$ cat src/hw/lock_host_map.svh
// Offsets, field positions, opcodes and timing counts of the lock host.
`ifndef LOCK_HOST_MAP_SVH
`define LOCK_HOST_MAP_SVH
// Host command register offsets.
`define REG_CTRL     4'h0
`define REG_ADDR     4'h1
`define REG_STATUS   4'h2
`define REG_RESULT   4'h3
`define REG_OPCODES  4'h4
// Control register fields: start bit and command code.
`define CTRL_START   0
`define CTRL_CMD_LO  1
`define CTRL_CMD_HI  3
// Device status bit positions.
`define SR_READY     7
`define SR_ERASE_ERR 5
`define SR_PROG_ERR  4
`define SR_SUPPLY    3
`define SR_PROTECT   1
// Default opcodes; the host takes all but read status as parameters.
`define OP_SET_SETUP   8'h60
`define OP_SET_BLOCK   8'h01
`define OP_SET_PERM    8'hf1
`define OP_CLR_CONFIRM 8'hd0
`define OP_CLR_STATUS  8'h50
`define OP_READ_STATUS 8'h70
// Bus strobe timing: write strobe low time and read access time.
`define T_STROBE_NS  60
`define T_ACCESS_NS  100
`define CLK_NS       10
`define STROBE_CYC   ((`T_STROBE_NS + `CLK_NS - 1) / `CLK_NS)
`define ACCESS_CYC   ((`T_ACCESS_NS + `CLK_NS - 1) / `CLK_NS)
`endif

$ cat src/hw/lock_host_pkg.sv
// Types shared by the lock host files.
package lock_host_pkg;
  // Commands that software may order.
  typedef enum logic [2:0] {
    CMD_SET_BLOCK = 3'b000,
    CMD_SET_PERM  = 3'b001,
    CMD_CLEAR     = 3'b010,
    CMD_CLR_STAT  = 3'b011,
    CMD_POLL      = 3'b100
  } cmd_e;
  // Sequencer states.
  typedef enum logic [2:0] {
    ST_IDLE  = 3'b000,
    ST_CYC1  = 3'b001,
    ST_CYC2  = 3'b010,
    ST_POLL  = 3'b011,
    ST_CHECK = 3'b100
  } seq_e;
  // One bus cycle result kind.
  typedef logic [7:0] byte_t;
endpackage : lock_host_pkg

$ cat src/hw/flash_lock_host.sv
// Host sequencer that drives the flash lock-bit commands and checks status.
`timescale 1ns/1ps
`default_nettype none
`include "lock_host_map.svh"
module flash_lock_host #(
  parameter int          AW        = 20,
  parameter logic [7:0]  OP_SETUP  = `OP_SET_SETUP,
  parameter logic [7:0]  OP_BLOCK  = `OP_SET_BLOCK,
  parameter logic [7:0]  OP_PERM   = `OP_SET_PERM,
  parameter logic [7:0]  OP_CLEAR  = `OP_CLR_CONFIRM,
  parameter logic [7:0]  OP_CLRST  = `OP_CLR_STATUS
) (
  input  wire logic            SYS_CLK,
  input  wire logic            RESET,
  input  wire logic [3:0]      REG_ADDR,
  input  wire logic [31:0]     REG_WDATA,
  input  wire logic            REG_WR,
  input  wire logic            REG_RD,
  output var  logic [31:0]     REG_RDATA,
  output var  logic [AW-1:0]   FLASH_ADDR,
  input  wire logic [7:0]      FLASH_DQ_IN,
  output var  logic [7:0]      FLASH_DQ_OUT,
  output var  logic            FLASH_DQ_OE,
  output var  logic            FLASH_WE_N,
  output var  logic            FLASH_OE_N,
  output var  logic            RESET_POWERDOWN_N
);
  // ****************************************
  // State
  // ****************************************
  // All sequencer state in one record.
  typedef struct packed {
    lock_host_pkg::seq_e  seq;
    lock_host_pkg::cmd_e  cmd;
    logic [AW-1:0]        addr;
    logic                 busy;
    logic                 go;
    logic                 is_read;
    logic [AW-1:0]        cyc_addr;
    logic [7:0]           cyc_data;
    logic [7:0]           status;
    logic                 ok;
    logic                 err;
    logic                 done_evt;
    logic [31:0]          rdata;
    logic                 rst_pin;
  } host_s;
  host_s st_r, st_nxt;
  // Bus cycle engine wires.
  logic              cyc_done;
  logic [7:0]        cyc_rdata;
  logic [AW-1:0]     pin_a;
  logic [7:0]        pin_dq;
  logic              pin_oe;
  logic              pin_we_n;
  logic              pin_oe_n;
  // ****************************************
  // Bus cycle engine
  // ****************************************
  flash_bus_cycle #(.AW(AW)) u_cyc (
    .clk     (SYS_CLK),
    .reset   (RESET),
    .go      (st_r.go),
    .is_read (st_r.is_read),
    .addr    (st_r.cyc_addr),
    .wdata   (st_r.cyc_data),
    .dq_in   (FLASH_DQ_IN),
    .done    (cyc_done),
    .rdata   (cyc_rdata),
    .a_o     (pin_a),
    .dq_o    (pin_dq),
    .dq_oe   (pin_oe),
    .we_n    (pin_we_n),
    .oe_n    (pin_oe_n)
  );
  // The error bit that the finished command must be judged on.
  function automatic logic fail_of(lock_host_pkg::cmd_e c, logic [7:0] s);
    logic f;
    f = 1'b0;
    unique case (c)
      lock_host_pkg::CMD_SET_BLOCK, lock_host_pkg::CMD_SET_PERM: begin
        f = s[`SR_PROG_ERR];
      end
      lock_host_pkg::CMD_CLEAR: begin
        f = s[`SR_ERASE_ERR];
      end
      default: begin
        f = 1'b0;
      end
    endcase
    return f;
  endfunction : fail_of
  // ****************************************
  // Sequencer and registers
  // ****************************************
  // Register writes take orders; the sequencer walks each command.
  always_comb begin
    st_nxt = st_r;
    st_nxt.go = 1'b0;
    st_nxt.done_evt = 1'b0;
    // Read data for a strobe in the previous cycle.
    st_nxt.rdata = 32'h0000_0000;
    if (REG_RD) begin
      unique case (REG_ADDR)
        `REG_STATUS: st_nxt.rdata = {29'h0, st_r.err, st_r.ok, st_r.busy};
        // Reserved lowest bit is masked from the copy.
        `REG_RESULT: st_nxt.rdata = {24'h0, st_r.status & 8'hfe};
        `REG_ADDR:   st_nxt.rdata = 32'(st_r.addr);
        `REG_OPCODES: st_nxt.rdata = {OP_CLEAR, OP_PERM, OP_BLOCK, OP_SETUP};
        default:     st_nxt.rdata = 32'h0000_0000;
      endcase
    end
    if (REG_WR && REG_ADDR == `REG_ADDR) begin
      st_nxt.addr = REG_WDATA[AW-1:0];
    end
    // Software may pulse the device reset pin low while idle only, so a
    // running clear is never cut short and left undefined.
    if (REG_WR && REG_ADDR == `REG_STATUS && !st_r.busy) begin
      st_nxt.rst_pin = !REG_WDATA[0];
    end
    unique case (st_r.seq)
      lock_host_pkg::ST_IDLE: begin
        if (REG_WR && REG_ADDR == `REG_CTRL && REG_WDATA[`CTRL_START]) begin
          st_nxt.cmd = lock_host_pkg::cmd_e'(
            REG_WDATA[`CTRL_CMD_HI:`CTRL_CMD_LO]);
          st_nxt.busy = 1'b1;
          st_nxt.ok = 1'b0;
          st_nxt.err = 1'b0;
          st_nxt.seq = lock_host_pkg::ST_CYC1;
        end
      end
      lock_host_pkg::ST_CYC1: begin
        // First write: setup, clear status or read status opcode at the block or device address.
        st_nxt.go = 1'b1;
        st_nxt.is_read = 1'b0;
        st_nxt.cyc_addr = st_r.addr;
        unique case (st_r.cmd)
          lock_host_pkg::CMD_SET_BLOCK,
          lock_host_pkg::CMD_SET_PERM: st_nxt.cyc_data = OP_SETUP;
          lock_host_pkg::CMD_CLEAR:    st_nxt.cyc_data = OP_SETUP;
          lock_host_pkg::CMD_CLR_STAT: st_nxt.cyc_data = OP_CLRST;
          default:                     st_nxt.cyc_data = `OP_READ_STATUS;
        endcase
        st_nxt.seq = lock_host_pkg::ST_CYC2;
      end
      lock_host_pkg::ST_CYC2: begin
        if (cyc_done) begin
          // Confirm write for two-cycle commands; clear status finishes here, a lone status command reads at once in ST_CHECK.
          if (st_r.cmd == lock_host_pkg::CMD_SET_BLOCK ||
              st_r.cmd == lock_host_pkg::CMD_SET_PERM ||
              st_r.cmd == lock_host_pkg::CMD_CLEAR) begin
            st_nxt.go = 1'b1;
            st_nxt.is_read = 1'b0;
            st_nxt.cyc_addr = st_r.addr;
            st_nxt.cyc_data = (st_r.cmd == lock_host_pkg::CMD_SET_BLOCK) ?
              OP_BLOCK : (st_r.cmd == lock_host_pkg::CMD_SET_PERM) ?
              OP_PERM : OP_CLEAR;
            st_nxt.cmd = st_r.cmd;
            st_nxt.seq = lock_host_pkg::ST_POLL;
            st_nxt.status = 8'h00;
          end else if (st_r.cmd == lock_host_pkg::CMD_CLR_STAT) begin
            st_nxt.busy = 1'b0;
            st_nxt.ok = 1'b1;
            st_nxt.done_evt = 1'b1;
            st_nxt.seq = lock_host_pkg::ST_IDLE;
          end else begin
            // A lone status command: its write is done, read at once.
            st_nxt.go = 1'b1;
            st_nxt.is_read = 1'b1;
            st_nxt.seq = lock_host_pkg::ST_CHECK;
          end
        end
      end
      lock_host_pkg::ST_POLL: begin
        // Wait for the previous cycle, then issue one status read.
        if (cyc_done) begin
          st_nxt.go = 1'b1;
          st_nxt.is_read = 1'b1;
          st_nxt.seq = lock_host_pkg::ST_CHECK;
        end
      end
      lock_host_pkg::ST_CHECK: begin
        if (cyc_done) begin
          st_nxt.status = cyc_rdata;
          if (cyc_rdata[`SR_READY]) begin
            // Device reads status until a new command.
            st_nxt.busy = 1'b0;
            st_nxt.err = fail_of(st_r.cmd, cyc_rdata);
            st_nxt.ok = !fail_of(st_r.cmd, cyc_rdata);
            st_nxt.done_evt = 1'b1;
            st_nxt.seq = lock_host_pkg::ST_IDLE;
          end else begin
            // Still busy: read again at once.
            st_nxt.go = 1'b1;
            st_nxt.is_read = 1'b1;
          end
        end
      end
      default: begin
        st_nxt.seq = lock_host_pkg::ST_IDLE;
      end
    endcase
  end
  // Register the state.
  always_ff @(posedge SYS_CLK) begin
    if (RESET) begin
      st_r <= '{seq: lock_host_pkg::ST_IDLE, cmd: lock_host_pkg::CMD_POLL,
                addr: '0, busy: 1'b0, go: 1'b0, is_read: 1'b0,
                cyc_addr: '0, cyc_data: 8'h00, status: 8'h00, ok: 1'b0,
                err: 1'b0, done_evt: 1'b0, rdata: 32'h0, rst_pin: 1'b1};
    end else begin
      st_r <= st_nxt;
    end
  end
  // Pin outputs come from flip-flops in the cycle engine or here.
  assign REG_RDATA         = st_r.rdata;
  assign FLASH_ADDR        = pin_a;
  assign FLASH_DQ_OUT      = pin_dq;
  assign FLASH_DQ_OE       = pin_oe;
  assign FLASH_WE_N        = pin_we_n;
  assign FLASH_OE_N        = pin_oe_n;
  assign RESET_POWERDOWN_N = st_r.rst_pin;
  // ****************************************
  // Checks
  // ****************************************
  confirm_follows_a: assert property (@(posedge SYS_CLK) disable iff (RESET)
    (st_r.seq == lock_host_pkg::ST_CYC2 && cyc_done &&
     st_r.cmd == lock_host_pkg::CMD_CLEAR) |=> st_r.go &&
     st_r.cyc_data == OP_CLEAR)
    else $error("Clear confirm did not follow the setup.");
  set_confirm_a: assert property (@(posedge SYS_CLK) disable iff (RESET)
    (st_r.seq == lock_host_pkg::ST_CYC2 && cyc_done &&
     st_r.cmd == lock_host_pkg::CMD_SET_PERM) |=> st_r.cyc_data == OP_PERM)
    else $error("Permanent confirm opcode wrong.");
  prog_check_a: assert property (@(posedge SYS_CLK) disable iff (RESET)
    (st_r.seq == lock_host_pkg::ST_CHECK && cyc_done && cyc_rdata[7] &&
     st_r.cmd == lock_host_pkg::CMD_SET_BLOCK) |=> st_r.err == $past(cyc_rdata[4]))
    else $error("Program error not reported after set.");
  erase_check_a: assert property (@(posedge SYS_CLK) disable iff (RESET)
    (st_r.seq == lock_host_pkg::ST_CHECK && cyc_done && cyc_rdata[7] &&
     st_r.cmd == lock_host_pkg::CMD_CLEAR) |=> st_r.err == $past(cyc_rdata[5]))
    else $error("Erase error not reported after clear.");
  ready_wait_a: assert property (@(posedge SYS_CLK) disable iff (RESET)
    (st_r.seq == lock_host_pkg::ST_CHECK && cyc_done && !cyc_rdata[7])
    |=> st_r.busy && st_r.go)
    else $error("Host stopped polling while device busy.");
  mask_bit_a: assert property (@(posedge SYS_CLK) disable iff (RESET)
    $past(REG_RD) && $past(REG_ADDR) == `REG_RESULT |-> !REG_RDATA[0])
    else $error("Reserved status bit not masked.");
  read_once_a: assert property (@(posedge SYS_CLK) disable iff (RESET)
    !$past(REG_RD) |-> REG_RDATA == 32'h0)
    else $error("Read data outside its cycle.");
  start_busy_a: assert property (@(posedge SYS_CLK) disable iff (RESET)
    (REG_WR && REG_ADDR == `REG_CTRL && REG_WDATA[0] && !st_r.busy)
    |=> st_r.busy ##1 st_r.go)
    else $error("Start did not launch a setup write.");
  cover_set_c: cover property (@(posedge SYS_CLK)
    st_r.done_evt && st_r.cmd == lock_host_pkg::CMD_SET_BLOCK);
  cover_clear_c: cover property (@(posedge SYS_CLK)
    st_r.done_evt && st_r.cmd == lock_host_pkg::CMD_CLEAR && st_r.err);
  cover_perm_c: cover property (@(posedge SYS_CLK)
    st_r.done_evt && st_r.cmd == lock_host_pkg::CMD_SET_PERM);
  cover_poll_c: cover property (@(posedge SYS_CLK)
    st_r.done_evt && st_r.cmd == lock_host_pkg::CMD_POLL);
endmodule : flash_lock_host
`default_nettype wire

$ cat src/hw/flash_bus_cycle.sv
// One timed write or read cycle on the asynchronous flash bus.
`timescale 1ns/1ps
`default_nettype none
`include "lock_host_map.svh"
module flash_bus_cycle #(
  parameter int AW = 20
) (
  input  wire logic            clk,
  input  wire logic            reset,
  input  wire logic            go,
  input  wire logic            is_read,
  input  wire logic [AW-1:0]   addr,
  input  wire logic [7:0]      wdata,
  input  wire logic [7:0]      dq_in,
  output var  logic            done,
  output var  logic [7:0]      rdata,
  output var  logic [AW-1:0]   a_o,
  output var  logic [7:0]      dq_o,
  output var  logic            dq_oe,
  output var  logic            we_n,
  output var  logic            oe_n
);
  // ****************************************
  // State
  // ****************************************
  typedef struct packed {
    logic            busy;
    logic [3:0]      cnt;
    logic            rd;
    logic            done;
    logic [7:0]      rdata;
    logic [AW-1:0]   a;
    logic [7:0]      dq;
    logic            oe_en;
    logic            we_n;
    logic            oe_n;
  } cyc_s;
  cyc_s st_r, st_nxt;
  localparam logic [3:0] WCYC = 4'(`STROBE_CYC);
  localparam logic [3:0] RCYC = 4'(`ACCESS_CYC);
  // The address field must fit the 32-bit register copy in the host.
  if (AW < 4 || AW > 32) begin : g_aw_check
    $error("flash_bus_cycle: AW out of range.");
  end
  // Strobe is held for its least time, then released with done.
  always_comb begin
    st_nxt = st_r;
    st_nxt.done = 1'b0;
    if (!st_r.busy && go) begin
      st_nxt.busy = 1'b1;
      st_nxt.rd = is_read;
      st_nxt.a = addr;
      st_nxt.dq = wdata;
      st_nxt.oe_en = !is_read;
      st_nxt.we_n = is_read;
      st_nxt.oe_n = !is_read;
      st_nxt.cnt = is_read ? RCYC : WCYC;
    end else if (st_r.busy) begin
      if (st_r.cnt > 4'h1) begin
        st_nxt.cnt = st_r.cnt - 4'h1;
      end else begin
        // Data is sampled before the output enable is dropped.
        if (st_r.rd) begin
          st_nxt.rdata = dq_in;
        end
        st_nxt.busy = 1'b0;
        st_nxt.done = 1'b1;
        st_nxt.we_n = 1'b1;
        st_nxt.oe_n = 1'b1;
        // Data keeps driving through the rising write strobe, where the
        // device latches it; dropping both together would race.
      end
    end else begin
      // Idle cycle after a transfer: the data drive is released here.
      st_nxt.oe_en = 1'b0;
    end
  end
  // Register the state.
  always_ff @(posedge clk) begin
    if (reset) begin
      st_r <= '{busy: 1'b0, cnt: 4'h0, rd: 1'b0, done: 1'b0, rdata: 8'h00,
                a: '0, dq: 8'h00, oe_en: 1'b0, we_n: 1'b1, oe_n: 1'b1};
    end else begin
      st_r <= st_nxt;
    end
  end
  assign done  = st_r.done;
  assign rdata = st_r.rdata;
  assign a_o   = st_r.a;
  assign dq_o  = st_r.dq;
  assign dq_oe = st_r.oe_en;
  assign we_n  = st_r.we_n;
  assign oe_n  = st_r.oe_n;
  // ****************************************
  // Checks
  // ****************************************
  strobe_excl_a: assert property (@(posedge clk) disable iff (reset)
    !(st_r.we_n == 1'b0 && st_r.oe_n == 1'b0))
    else $error("Write and read strobe low together.");
  drive_write_a: assert property (@(posedge clk) disable iff (reset)
    !st_r.we_n |-> st_r.oe_en)
    else $error("Write strobe low without data driven.");
endmodule : flash_bus_cycle
`default_nettype wire

$ cat config.mk
export PLATFORM = sky130hd
export DESIGN_NAME = flash_lock_host
export DESIGN_NICKNAME = d
export VERILOG_FILES = /design/src/hw/lock_host_pkg.sv /design/src/hw/flash_lock_host.sv /design/src/hw/flash_bus_cycle.sv
export VERILOG_INCLUDE_DIRS = /design/src /design/src/hw
export SDC_FILE = /design/constraint.sdc
export NUM_CORES = 1
export LEC_CHECK = 0
export BUFFER_PORTS_ARGS = -buffer_cell sky130_fd_sc_hd__buf_2
export CAP_MARGIN = 40
export CELL_PAD_IN_SITES_DETAIL_PLACEMENT = 2
export CELL_PAD_IN_SITES_GLOBAL_PLACEMENT = 2
export CORE_MARGIN = 5
export CORE_UTILIZATION = 32
export CTS_CLUSTER_SIZE = 24
export DETAILED_ROUTE_END_ITERATION = 7
export PLACE_DENSITY_LB_ADDON = 0.1
export SYNTH_ARGS = -nofsm -noshare
export SYNTH_HDL_FRONTEND = slang
export SYNTH_SLANG_ARGS = --single-unit
$ cat constraint.sdc
create_clock -name SYS_CLK -period 1.85 [get_ports SYS_CLK]
set_input_delay 0.2775 -clock SYS_CLK [delete_from_list [all_inputs] [get_ports SYS_CLK]]
set_output_delay 0.2775 -clock SYS_CLK [all_outputs]
set_load 0.005 [all_outputs]
== Yosys cells after proc, flatten, opt, wreduce, memory -nomap -nowiden ==
Index checks and enable logic that the tools add are counted.

* Bits of input ports: 48
* Word-level logic and storage cells: 140
* Flip-flop bits (word level): 146

* Eq/ne operators: 23
* Add/subtract/negate cells: 1
* Magnitude comparators: 1
* Reductions and logical operators: 37
* Multiplexer cells: 50
* Bitwise gates (word level): 5

{| class="wikitable"
|+ Operator list
! kind !! count
|-
| one-hot mux 32 bit (4 select lines) || 1
|-
| one-hot mux 28 bit (2 select lines) || 1
|-
| 2-to-1 mux 40 bit || 1
|-
| 2-to-1 mux 36 bit || 1
|-
| 2-to-1 mux 3 bit || 8
|-
| 2-to-1 mux 6 bit || 3
|-
| 2-to-1 mux 8 bit || 2
|-
| one-hot mux 8 bit (2 select lines) || 1
|-
| one-hot mux 3 bit (5 select lines) || 1
|-
| 2-to-1 mux 2 bit || 7
|-
| equality test 3 x 2 -> 1 bit (second input constant) || 4
|-
| inequality test 2 bit (second input constant) || 6
|-
| one-hot mux 6 bit (2 select lines) || 1
|-
| AND reduction 4 bit || 3
|-
| 2-to-1 mux 1 bit || 11
|-
| 2-to-1 mux 11 bit || 1
|-
| 2-to-1 mux 5 bit || 2
|-
| inequality test 2 x 1 -> 1 bit (second input constant) || 5
|-
| nonzero test 2 bit || 5
|-
| 2-to-1 mux 9 bit || 1
|-
| equality test 4 x 2 -> 1 bit (second input constant) || 2
|-
| 2-to-1 mux 4 bit || 2
|-
| one-hot mux 2 bit (4 select lines) || 1
|-
| AND reduction 7 bit || 1
|-
| 24 further kinds || 46
|}

== Longest topological paths before layout ==
Gate-level depths: netlist of the first run.

* Depth in word-level cells: 10
* Depth in mapped cells: 8
* Gate-level depth less buffers: 7

== Cells and area by module ==
Synthesis of the first run repeated with hierarchy kept, for this count alone.

* Cells, all modules: 661
* Area, all modules: 5,741.8 um^2

{| class="wikitable"
|+ Modules (own cells, without submodules)
! module !! area an instance (um^2) !! times used !! seq. area each (um^2) !! cells each
|-
| flash_lock_host || 3,636.0 || 1 || 1,701.6 || 414
|-
| flash_bus_cycle || 2,105.8 || 1 || 920.9 || 247
|}

== Least setup slack after synthesis of the first run ==
OpenSTA, ideal clock, no wires.

* Path type: reg2reg
* Start: reg u_cyc.st_r[41] in the netlist's numbering
* End: reg u_cyc.st_r, in the netlist u_cyc.rdata[1]
* Buffers on the path: 1
* Setup time: 70 ps
* Arrival: 1,420 ps
* Setup slack: 359 ps
* Required time: 1,780 ps
* Clock period less this slack: 1,491 ps
* Cell stages (with the launch flop): 8
* Cells stage by stage: dfxtp_1 > inv_1 > ha_1 > nor2_1 > nor4b_1 > clkbuf_1 > nand3_1 > a21oi_1

* Word-level cells in the longest chain between the ends: 3

{| class="wikitable"
|+ RTL lines
! item !! RTL line !! RTL
|-
| start: declaration || flash_bus_cycle.sv:38 || <nowiki>cyc_s st_r, st_nxt;</nowiki>
|-
| start signal: assignment || flash_bus_cycle.sv:81 || <nowiki>st_r <= '{busy: 1'b0, cnt: 4'h0, rd: 1'b0, done: 1'b0, rdata: 8'h00,</nowiki>
|-
| start signal: assignment || flash_bus_cycle.sv:84 || <nowiki>st_r <= st_nxt;</nowiki>
|-
| > comparator 4 x 1 -> 1 bit || flash_bus_cycle.sv:59 || <nowiki>if (st_r.cnt > 4'h1) begin</nowiki>
|-
| NOT 1 bit (no line) || n/a ||
|-
| AND reduction 4 bit (no line) || n/a ||
|}

No other way between the ends.
A chain may end at the register's enable or synchronous reset.

== Worst setup path after layout of the first run ==
* Start: reg u_cyc.st_r[41] in the netlist's numbering
* End: reg u_cyc.st_r, in the netlist u_cyc.rdata[7]

Same word-level chain as after synthesis.

==> summary.md, run 1 <==
| Metric | Value |
|---|---|
| Nets@finish | `695` |
| Synth warn | `0` |
| Largest net degree at the start of global routing | `41` |
| Worst reg2reg path depth | `8` |
| Register area share after synthesis | `48.2%` |
| #FFs+latches synth | `127` |
| CTS buffer count | `17` |
| TritonCTS clock tree | `yes` |
| Inst Count DP | `846` |
| Total grt overflow | `0` |
| Synth async-reset ratio | `0%` |
| Clk sink count | `127` |
| Initial Util | `32.2%` |
| First-pass GRT wire length | `24.0 mm` |
| Peak supply drop | `615 uV` |
| Global Route Usage Sum | `15.5%` |
| Leak | `2.43 nW` |
| Number of H-tree levels | `4` |
| Placer congestion estimate | `0.821` |
| PwrDens | `1050 mW/mm2` |
| Clock skew | `0.00939 ns` |
| Met1 GRT Util | `18.0%` |
| Switching Fraction | `20.2%` |
| Post-synth cell types | `60` |
| Final period utilization | `90.8%` |
| Vias/cell | `4.74` |
| Cell taking the most area after synthesis | `dfxtp_1` |
| Synth top area share | `48.2%` |
| Worst-path maximum fanout | `10` |
| Via count of the first global-routing pass | `4,570` |
| Wire per inst | `16.7 um` |
| Inserted Diodes | `0` |
| Mapped Cells | `603` |
| Final setup viols | `0` |
| Share of cells above drive strength 1 | `24.3%` |
| Synth Cell Area | `0.00528 mm2` |
| Layout Area Growth over Synthesis | `18.6%` |
| Max Fclk | `596 MHz` |
| Initial antenna violation count | `0` |
| Combinational Power Share | `2.7%` |
| Residual DRC | `0` |
| Fin. Hold Viols | `0` |
| Flop pwr share | `42.0%` |
| Core box area | `0.0164 mm2` |
| Tot Pwr | `0.00656 W` |
| R2R setup slack | `0.17 ns` |
| Fill cell count | `1,833` |
| Internal Pwr Total | `0.00524 W` |
| Root Driver | `clkbuf_16` |
| Setup_tns | `0 ns` |
| Cts hold-fix bufs | `0` |
| Clk buf depth | `2` |
| Clock power frac | `55.3%` |
| Top post-synthesis cells by area | `dfxtp_1, buf_4, nand2_1` |
| Non-Filler Instances | `878` |
| Boundary Pins | `112` |
| Post-place setup slack | `0.148 ns` |
| Die H | `138 um` |
| Routing usage on met3 | `4.56%` |
| CP Class | `reg -> reg` |
| Critical path data required time | `2.19 ns` |
| Min-Delay Path Depth | `3` |
| Worst-skew pair later-pin latency | `0.41 ns` |
| Worst setup EP type | `register` |
| Final Critical Period | `1.68 ns` |
| Antenna viol nets, final | `0` |
| Die area | `0.0192 mm2` |
| Detailed placement HPWL | `10.5 mm` |
| Max-cap violation count | `0` |
| Syn avg cell area | `8.75 um2` |
| Final worst slack | `0.171 ns` |
| Hold Crit Class | `in -> reg` |
| EDFF count, synth | `0` |
| Pins Over Slew Limit | `0` |
| Die X | `138 um` |
| Psw | `0.00132 W` |
| Status | `completed` |
| Primary FF master, synth | `dfxtp_1` |
| Clk slew on worst S/H paths | `0.06 ns` |
| Startpoint types | `register` |
| I/O Buffers | `90` |
| Initial DRT Pass Iterations | `4` |
| Total Routed Length | `14.7 mm` |
| Busiest grt layer | `met2` |
| Vias | `4,159` |
| RSZ-0062 raised after global routing | `no` |
| Met2 usage | `27.5%` |
| DRT iter0 DRCs | `123` |
| FP Rows | `47` |
| Crit path DAT | `2.02 ns` |
==> final cells by class <==
class	instances	area, um2	share of cell area (%)
Tap cell	220	275	4.40
Inverter	5	18.8	0.300
Sequential cell	127	2540	40.6
Clock buffer	22	494	7.90
Timing Repair Buffer	111	646	10.3
Multi-Input combinational cell	383	2130	34.0
Clock inverter	10	156	2.50
==> worst paths after layout <==
path | start | end
max | u_cyc.st_r[41]$_SDFFE_PP0P_ | u_cyc.rdata[7]$_SDFFE_PP0P_
min | REG_WDATA[14] | st_r[89]$_SDFFE_PP0P_
max reg2reg | u_cyc.st_r[41]$_SDFFE_PP0P_ | u_cyc.rdata[7]$_SDFFE_PP0P_
min reg2reg | st_r[50]$_SDFFE_PP0P_ | u_cyc.dq_o[6]$_SDFFE_PP0P_
==> kinds of logic after synthesis <==
group / share of synthesized area [%]
adders and majority gates: 0.474
muxes: 5.17
other: 0.0711
xor gates and xnor gates: 0.332
buffers and inverters: 12.2
AOI/OAI and AO/OA: 12.8
DFF: 48.2
and+or+nand+nor: 20.8
==> power by group through the flow <==
| stage | Clock (W) | Combinational [W] | Sequential (W) |
|---|---|---|---|
| 2_1_floorplan | 0 | 0.000110 | 0.00281 |
| 3_3_place_gp | 0 | 0.000174 | 0.00281 |
| 3_5_place_dp | 0 | 0.000177 | 0.00281 |
| 4_1_cts | 0.00372 | 0.000178 | 0.00275 |
| 5_1_grt | 0.00385 | 0.000194 | 0.00275 |
| 6_report | 0.00363 | 0.000175 | 0.00275 |
==> state kept, by name (all words and copies together), names as in the netlist <==
register,flops
u_cyc.done,1
u_cyc.a_o,20
u_cyc.st_r,6
REG_RDATA,21
RESET_POWERDOWN_N,1
u_cyc.oe_n,1
u_cyc.dq_o,5
u_cyc.we_n,1
u_cyc.dq_oe,1
st_r,63
u_cyc.rdata,7
==> layout by cell type, fill, tap and decap left out, drive strengths merged, types with 2 or more instances in the layout <==
cell type	n
a211oi	2
a21oi	66
a221oi	2
a22o	7
a22oi	6
a31oi	5
and2	14
and3	3
buf	111
bufinv	4
clkbuf	22
clkinv	6
conb	8
dfxtp	127
ha	2
inv	4
mux2	2
mux2i	25
nand2	112
nand2b	4
nand3	9
nand4b	2
nor2	56
nor2b	7
nor3	10
nor3b	2
nor4	4
nor4b	3
nor4bb	2
o211ai	2
o21ai	8
o31a	2
o31ai	2
==> per-stage QoR <==
| stage | hold WS (ns) | util (%) | instance area, um2 |
|---|---|---|---|
| final | 0.103 | 38.2 | 6260 |
| after global routing | 0.0960 | 38.2 | 6260 |
| after CTS | 0.0824 | 38.1 | 6250 |
| after detailed placement | 0.446 | 34.2 | 5600 |
| after global placement | 0.437 | 34.2 | 5600 |
| after floorplan | 0.356 | - | 5300 |
==> layer usage <==
| layer | vias up | routed length (um) |
|---|---|---|
| li1 | 2042 | - |
| met1 | 2036 | 6400 |
| met2 | 70 | 7540 |
| met3 | 11 | 569 |
| met4 | 0 | 140 |
| met5 | - | 0 |
==> worst max-delay path: stages, from the launching register on <==
cell	delay (ns)
dfxtp_1	0.34
inv_1	0.11
ha_1	0.22
nor2_1	0.08
nor4b_1	0.25
buf_4	0.17
buf_4	0.17
nand3_1	0.11
a21oi_1	0.15
==> cell usage after synthesis, types with 3 or more instances <==
| library cell | number |
|---|---|
| a21oi_1 | 64 |
| a22o_1 | 7 |
| a22oi_1 | 6 |
| a31oi_1 | 5 |
| and2_1 | 12 |
| and3_1 | 3 |
| buf_2 | 6 |
| buf_4 | 63 |
| buf_6 | 3 |
| clkbuf_1 | 21 |
| dfxtp_1 | 127 |
| inv_1 | 4 |
| mux2i_1 | 25 |
| nand2_1 | 112 |
| nand2b_1 | 4 |
| nand3_1 | 9 |
| nor2_1 | 54 |
| nor2b_1 | 6 |
| nor3_1 | 9 |
| nor4_1 | 3 |
| nor4b_1 | 3 |
| o21ai_0 | 8 |
==> timing repair <==
| item | in CTS | in global routing |
|---|---|---|
| endpoints found under the setup margin | 0 | 1 |
| resized for setup | 0 | 1 |
| buffers inserted | 0 | 0 |
Note: power is estimated with default switching activity, not from simulation.
==> run 2: changes to the inputs <==
--- a/config.mk
+++ b/config.mk
@@ -6,12 +6,13 @@
 export SDC_FILE = /design/constraint.sdc
 export NUM_CORES = 1
 export LEC_CHECK = 0
+export ABC_AREA = 1
 export BUFFER_PORTS_ARGS = -buffer_cell sky130_fd_sc_hd__buf_2
 export CAP_MARGIN = 40
 export CELL_PAD_IN_SITES_DETAIL_PLACEMENT = 2
 export CELL_PAD_IN_SITES_GLOBAL_PLACEMENT = 2
 export CORE_MARGIN = 5
-export CORE_UTILIZATION = 32
+export CORE_UTILIZATION = 31
 export CTS_CLUSTER_SIZE = 24
 export DETAILED_ROUTE_END_ITERATION = 7
 export PLACE_DENSITY_LB_ADDON = 0.1
==> run 2 against run 1 <==
  * Non-clock buffer count fell by 13
  * Largest cell class unchanged
  * Worst setup slack improved by 0.056 ns
  * Combinational power grew to 9.9 times the previous value
  * Clock power shrank 11%
  * Clock-buffer cell count down 1
  * Largest power group is now sequential cells
  * Power up 28%
  * Register-to-register slack improved by 0.06 ns
  * Clock skew shrank 0.0042 ns
  * Fmax is 3.4% higher
  * Synthesized cell count rose by 11%
  * Sequential power rose by 25%
==> summary.md, run 2 <==
| Metric | Value |
|---|---|
| Vias | `4,357` |
| Peak supply drop | `647 uV` |
| Cell taking the most area after synthesis | `dfxtp_1` |
| Post-synth cell types | `31` |
| RSZ-0062 raised after global routing | `no` |
| Most common cell in the netlist | `dfxtp_1` |
| Post-synth top cells | `dfxtp_1, nor2_1, nand2_1` |
| Worst setup EP type | `register` |
| Boundary Pins | `112` |
| Fin util | `36.7%` |
| Die H | `140 um` |
| Tot Pwr | `0.00838 W` |
| Clk sink count | `127` |
| Internal Pwr Total | `0.00574 W` |
| Cts hold-fix bufs | `0` |
| Inst Count DP | `909` |
| Detailed placement HPWL | `11.0 mm` |
| Mapped Cells | `671` |
| Layout Area Growth over Synthesis | `16.3%` |
| Relative slew margins | `59.7%` |
| Total Routed Length | `15.1 mm` |
| Setup_tns | `0 ns` |
| Crit path DAT | `1.95 ns` |
| Slew @ Worst Pin | `0.602 ns` |
| Area of the multi-input gates | `0.00190 mm2` |
| Hold Crit Class | `in -> reg` |
| CP Class | `reg -> reg` |
| Register area share after synthesis | `48.8%` |
| Top post-synthesis cells by area | `dfxtp_1, buf_4, nor2_1` |
| Critical Path Start | `u_cyc.st_r[41]$_SDFFE_PP0P_` |
| I/O Buffers | `90` |
| Initial DRT Pass Iterations | `4` |
| Register Area | `0.00254 mm2` |
| TritonCTS clock tree | `yes` |
| EDFF count, synth | `0` |
| #FFs+latches synth | `127` |
| Synth top area share | `48.8%` |
| Share of cells above drive strength 1 | `20.5%` |
| Combinational Power Share | `20.7%` |
| Via count of the first global-routing pass | `4,744` |
| Max-cap violation count | `0` |
| CTS buffer count | `17` |
| Wire per inst | `16.1 um` |
| Largest Register | `st_r` |
| Final period utilization | `87.8%` |
| Placer congestion estimate | `0.807` |
| Initial Util | `31.5%` |
| Startpoint types | `register` |
| DRT iter0 DRCs | `166` |
| Synth async-reset ratio | `0%` |
| Global Route Usage Sum | `15.9%` |
| Critical path data required time | `2.18 ns` |
| Fin. Hold Viols | `0` |
| Max reg flops | `63` |
| R2r endpoint | `u_cyc.st_r[43]$_SDFFE_PP0P_` |
| Inserted Diodes | `0` |
| Most common cell after layout, fill and taps aside | `dfxtp_1` |
| Worst-path maximum fanout | `5` |
| Psw | `0.00265 W` |
| Synth Cell Area | `0.00521 mm2` |
| Syn avg cell area | `7.77 um2` |
| Clk slew on worst S/H paths | `0.05 ns` |
| Residual DRC | `0` |
| Pins Over Slew Limit | `0` |
| Die area | `0.0195 mm2` |
| Status | `completed` |
| Final setup viols | `0` |
| Switching Fraction | `31.6%` |
| Fill cell count | `1,900` |
| Most frequent cells in the layout | `dfxtp_1, nor2_1, buf_2` |
| Clock skew | `0.00516 ns` |
| Core box area | `0.0165 mm2` |
| Vias/cell | `4.63` |
| Clk buf depth | `2` |
| Total grt overflow | `0` |
| Max Fclk | `616 MHz` |
| Worst-skew pair later-pin latency | `0.41 ns` |
| First-pass GRT wire length | `25.0 mm` |
| CP endpoint | `u_cyc.st_r[43]$_SDFFE_PP0P_` |
| Antenna viol nets, final | `0` |
| Synth warn | `0` |
| Primary FF master, synth | `dfxtp_1` |
| R2R setup slack | `0.23 ns` |
| Die X | `140 um` |
| Leak | `2.56 nW` |
| Number of H-tree levels | `4` |
| Post-place setup slack | `0.0446 ns` |
| Clock power frac | `38.4%` |
| Largest net degree at the start of global routing | `80` |
| Initial antenna violation count | `0` |
| Non-Filler Instances | `941` |
| PwrDens | `1380 mW/mm2` |
| FP Rows | `47` |
| Final Critical Period | `1.62 ns` |
| Nets@finish | `758` |
| Flop pwr share | `41.0%` |
| Root Driver | `clkbuf_16` |
| Reg-to-Reg Start | `u_cyc.st_r[41]$_SDFFE_PP0P_` |
| Final worst slack | `0.226 ns` |
| Worst reg2reg path depth | `7` |
[run 2: power groups by stage]
| stage | Combinational (W) | Sequential (W) | Clock, W |
|---|---|---|---|
| 6_report | 0.00173 | 0.00344 | 0.00322 |
| 5_1_grt | 0.00199 | 0.00349 | 0.00342 |
| 4_1_cts | 0.00178 | 0.00344 | 0.00331 |
| 3_5_place_dp | 0.00175 | 0.00349 | 0 |
| 3_3_place_gp | 0.00167 | 0.00347 | 0 |
| 2_1_floorplan | 0.00142 | 0.00338 | 0 |
[run 2: how the worst min path moves through the flow]
| stage | slack [ns] | end | depth (start not counted) | start |
|---|---|---|---|---|
| finish | 0.12 | u_cyc.rdata[1]$_SDFFE_PP0P_ | 3 | FLASH_DQ_IN[1] |
| CTS | 0.1 | RESET_POWERDOWN_N$_SDFFE_PP1P_ | 2 | REG_WDATA[0] |
| global placement | 0.44 | u_cyc.dq_oe$_SDFFE_PP0P_ | 2 | u_cyc.dq_oe$_SDFFE_PP0P_ |
| global route | 0.11 | u_cyc.rdata[1]$_SDFFE_PP0P_ | 3 | FLASH_DQ_IN[1] |
| detailed placement | 0.45 | u_cyc.dq_oe$_SDFFE_PP0P_ | 2 | u_cyc.dq_oe$_SDFFE_PP0P_ |
| floorplan | 0.39 | RESET_POWERDOWN_N$_SDFFE_PP1P_ | 1 | REG_WDATA[0] |
[run 2: layout make-up]
type	count	area share (%)
multi-input cells	407	31.4
well taps	220	4.54
inverters	57	3.53
repair buffers	98	9.04
flip-flops and latches	127	41.9
clock inverters	11	1.78
clock buffers	21	7.76
[run 2: metal layers]
metal / vias to the layer above / global-route usage, % / part of all wire, %
met1: 2080 / 21.2 / 48
met4: 0 / 4.84 / 1.2
met3: 18 / 4.22 / 4.2
met5: - / 0 / 0
met2: 79 / 25.5 / 46
li1: 2180 / - / -
[run 2: critical path, cell delays in order (launching register included)]
cell     delay, ns
dfxtp_1       0.39
inv_1         0.06
ha_1          0.23
o21ai_1       0.21
nand2_1       0.13
nand2_1       0.17
o21ai_0       0.15
a21oi_1       0.19
[run 2: what timing repair did]
action                                 4_1_cts  5_1_grt
setup endpoints to repair                    5        5
cloned                                       0        0
endpoints found under the hold margin        0        0
gates resized for setup                      1        1
buffers inserted                             0        0
[run 2: per-stage QoR]
step	instance area, um2	hold slack, ns
detailed placement	5480	0.455
global placement	5480	0.445
floorplan	5240	0.389
finish	6060	0.120
CTS	6060	0.0988
global route	6060	0.110
[run 2: cells by family after synthesis]
kind of cell,synth area share (%)
flip-flops,48.8
buffers and inverters,15.3
AO/OA/AOI/OAI,16.6
adder cells (fa/ha/maj),0.480
other,0.0720
AND/OR/NAND/NOR,18.8
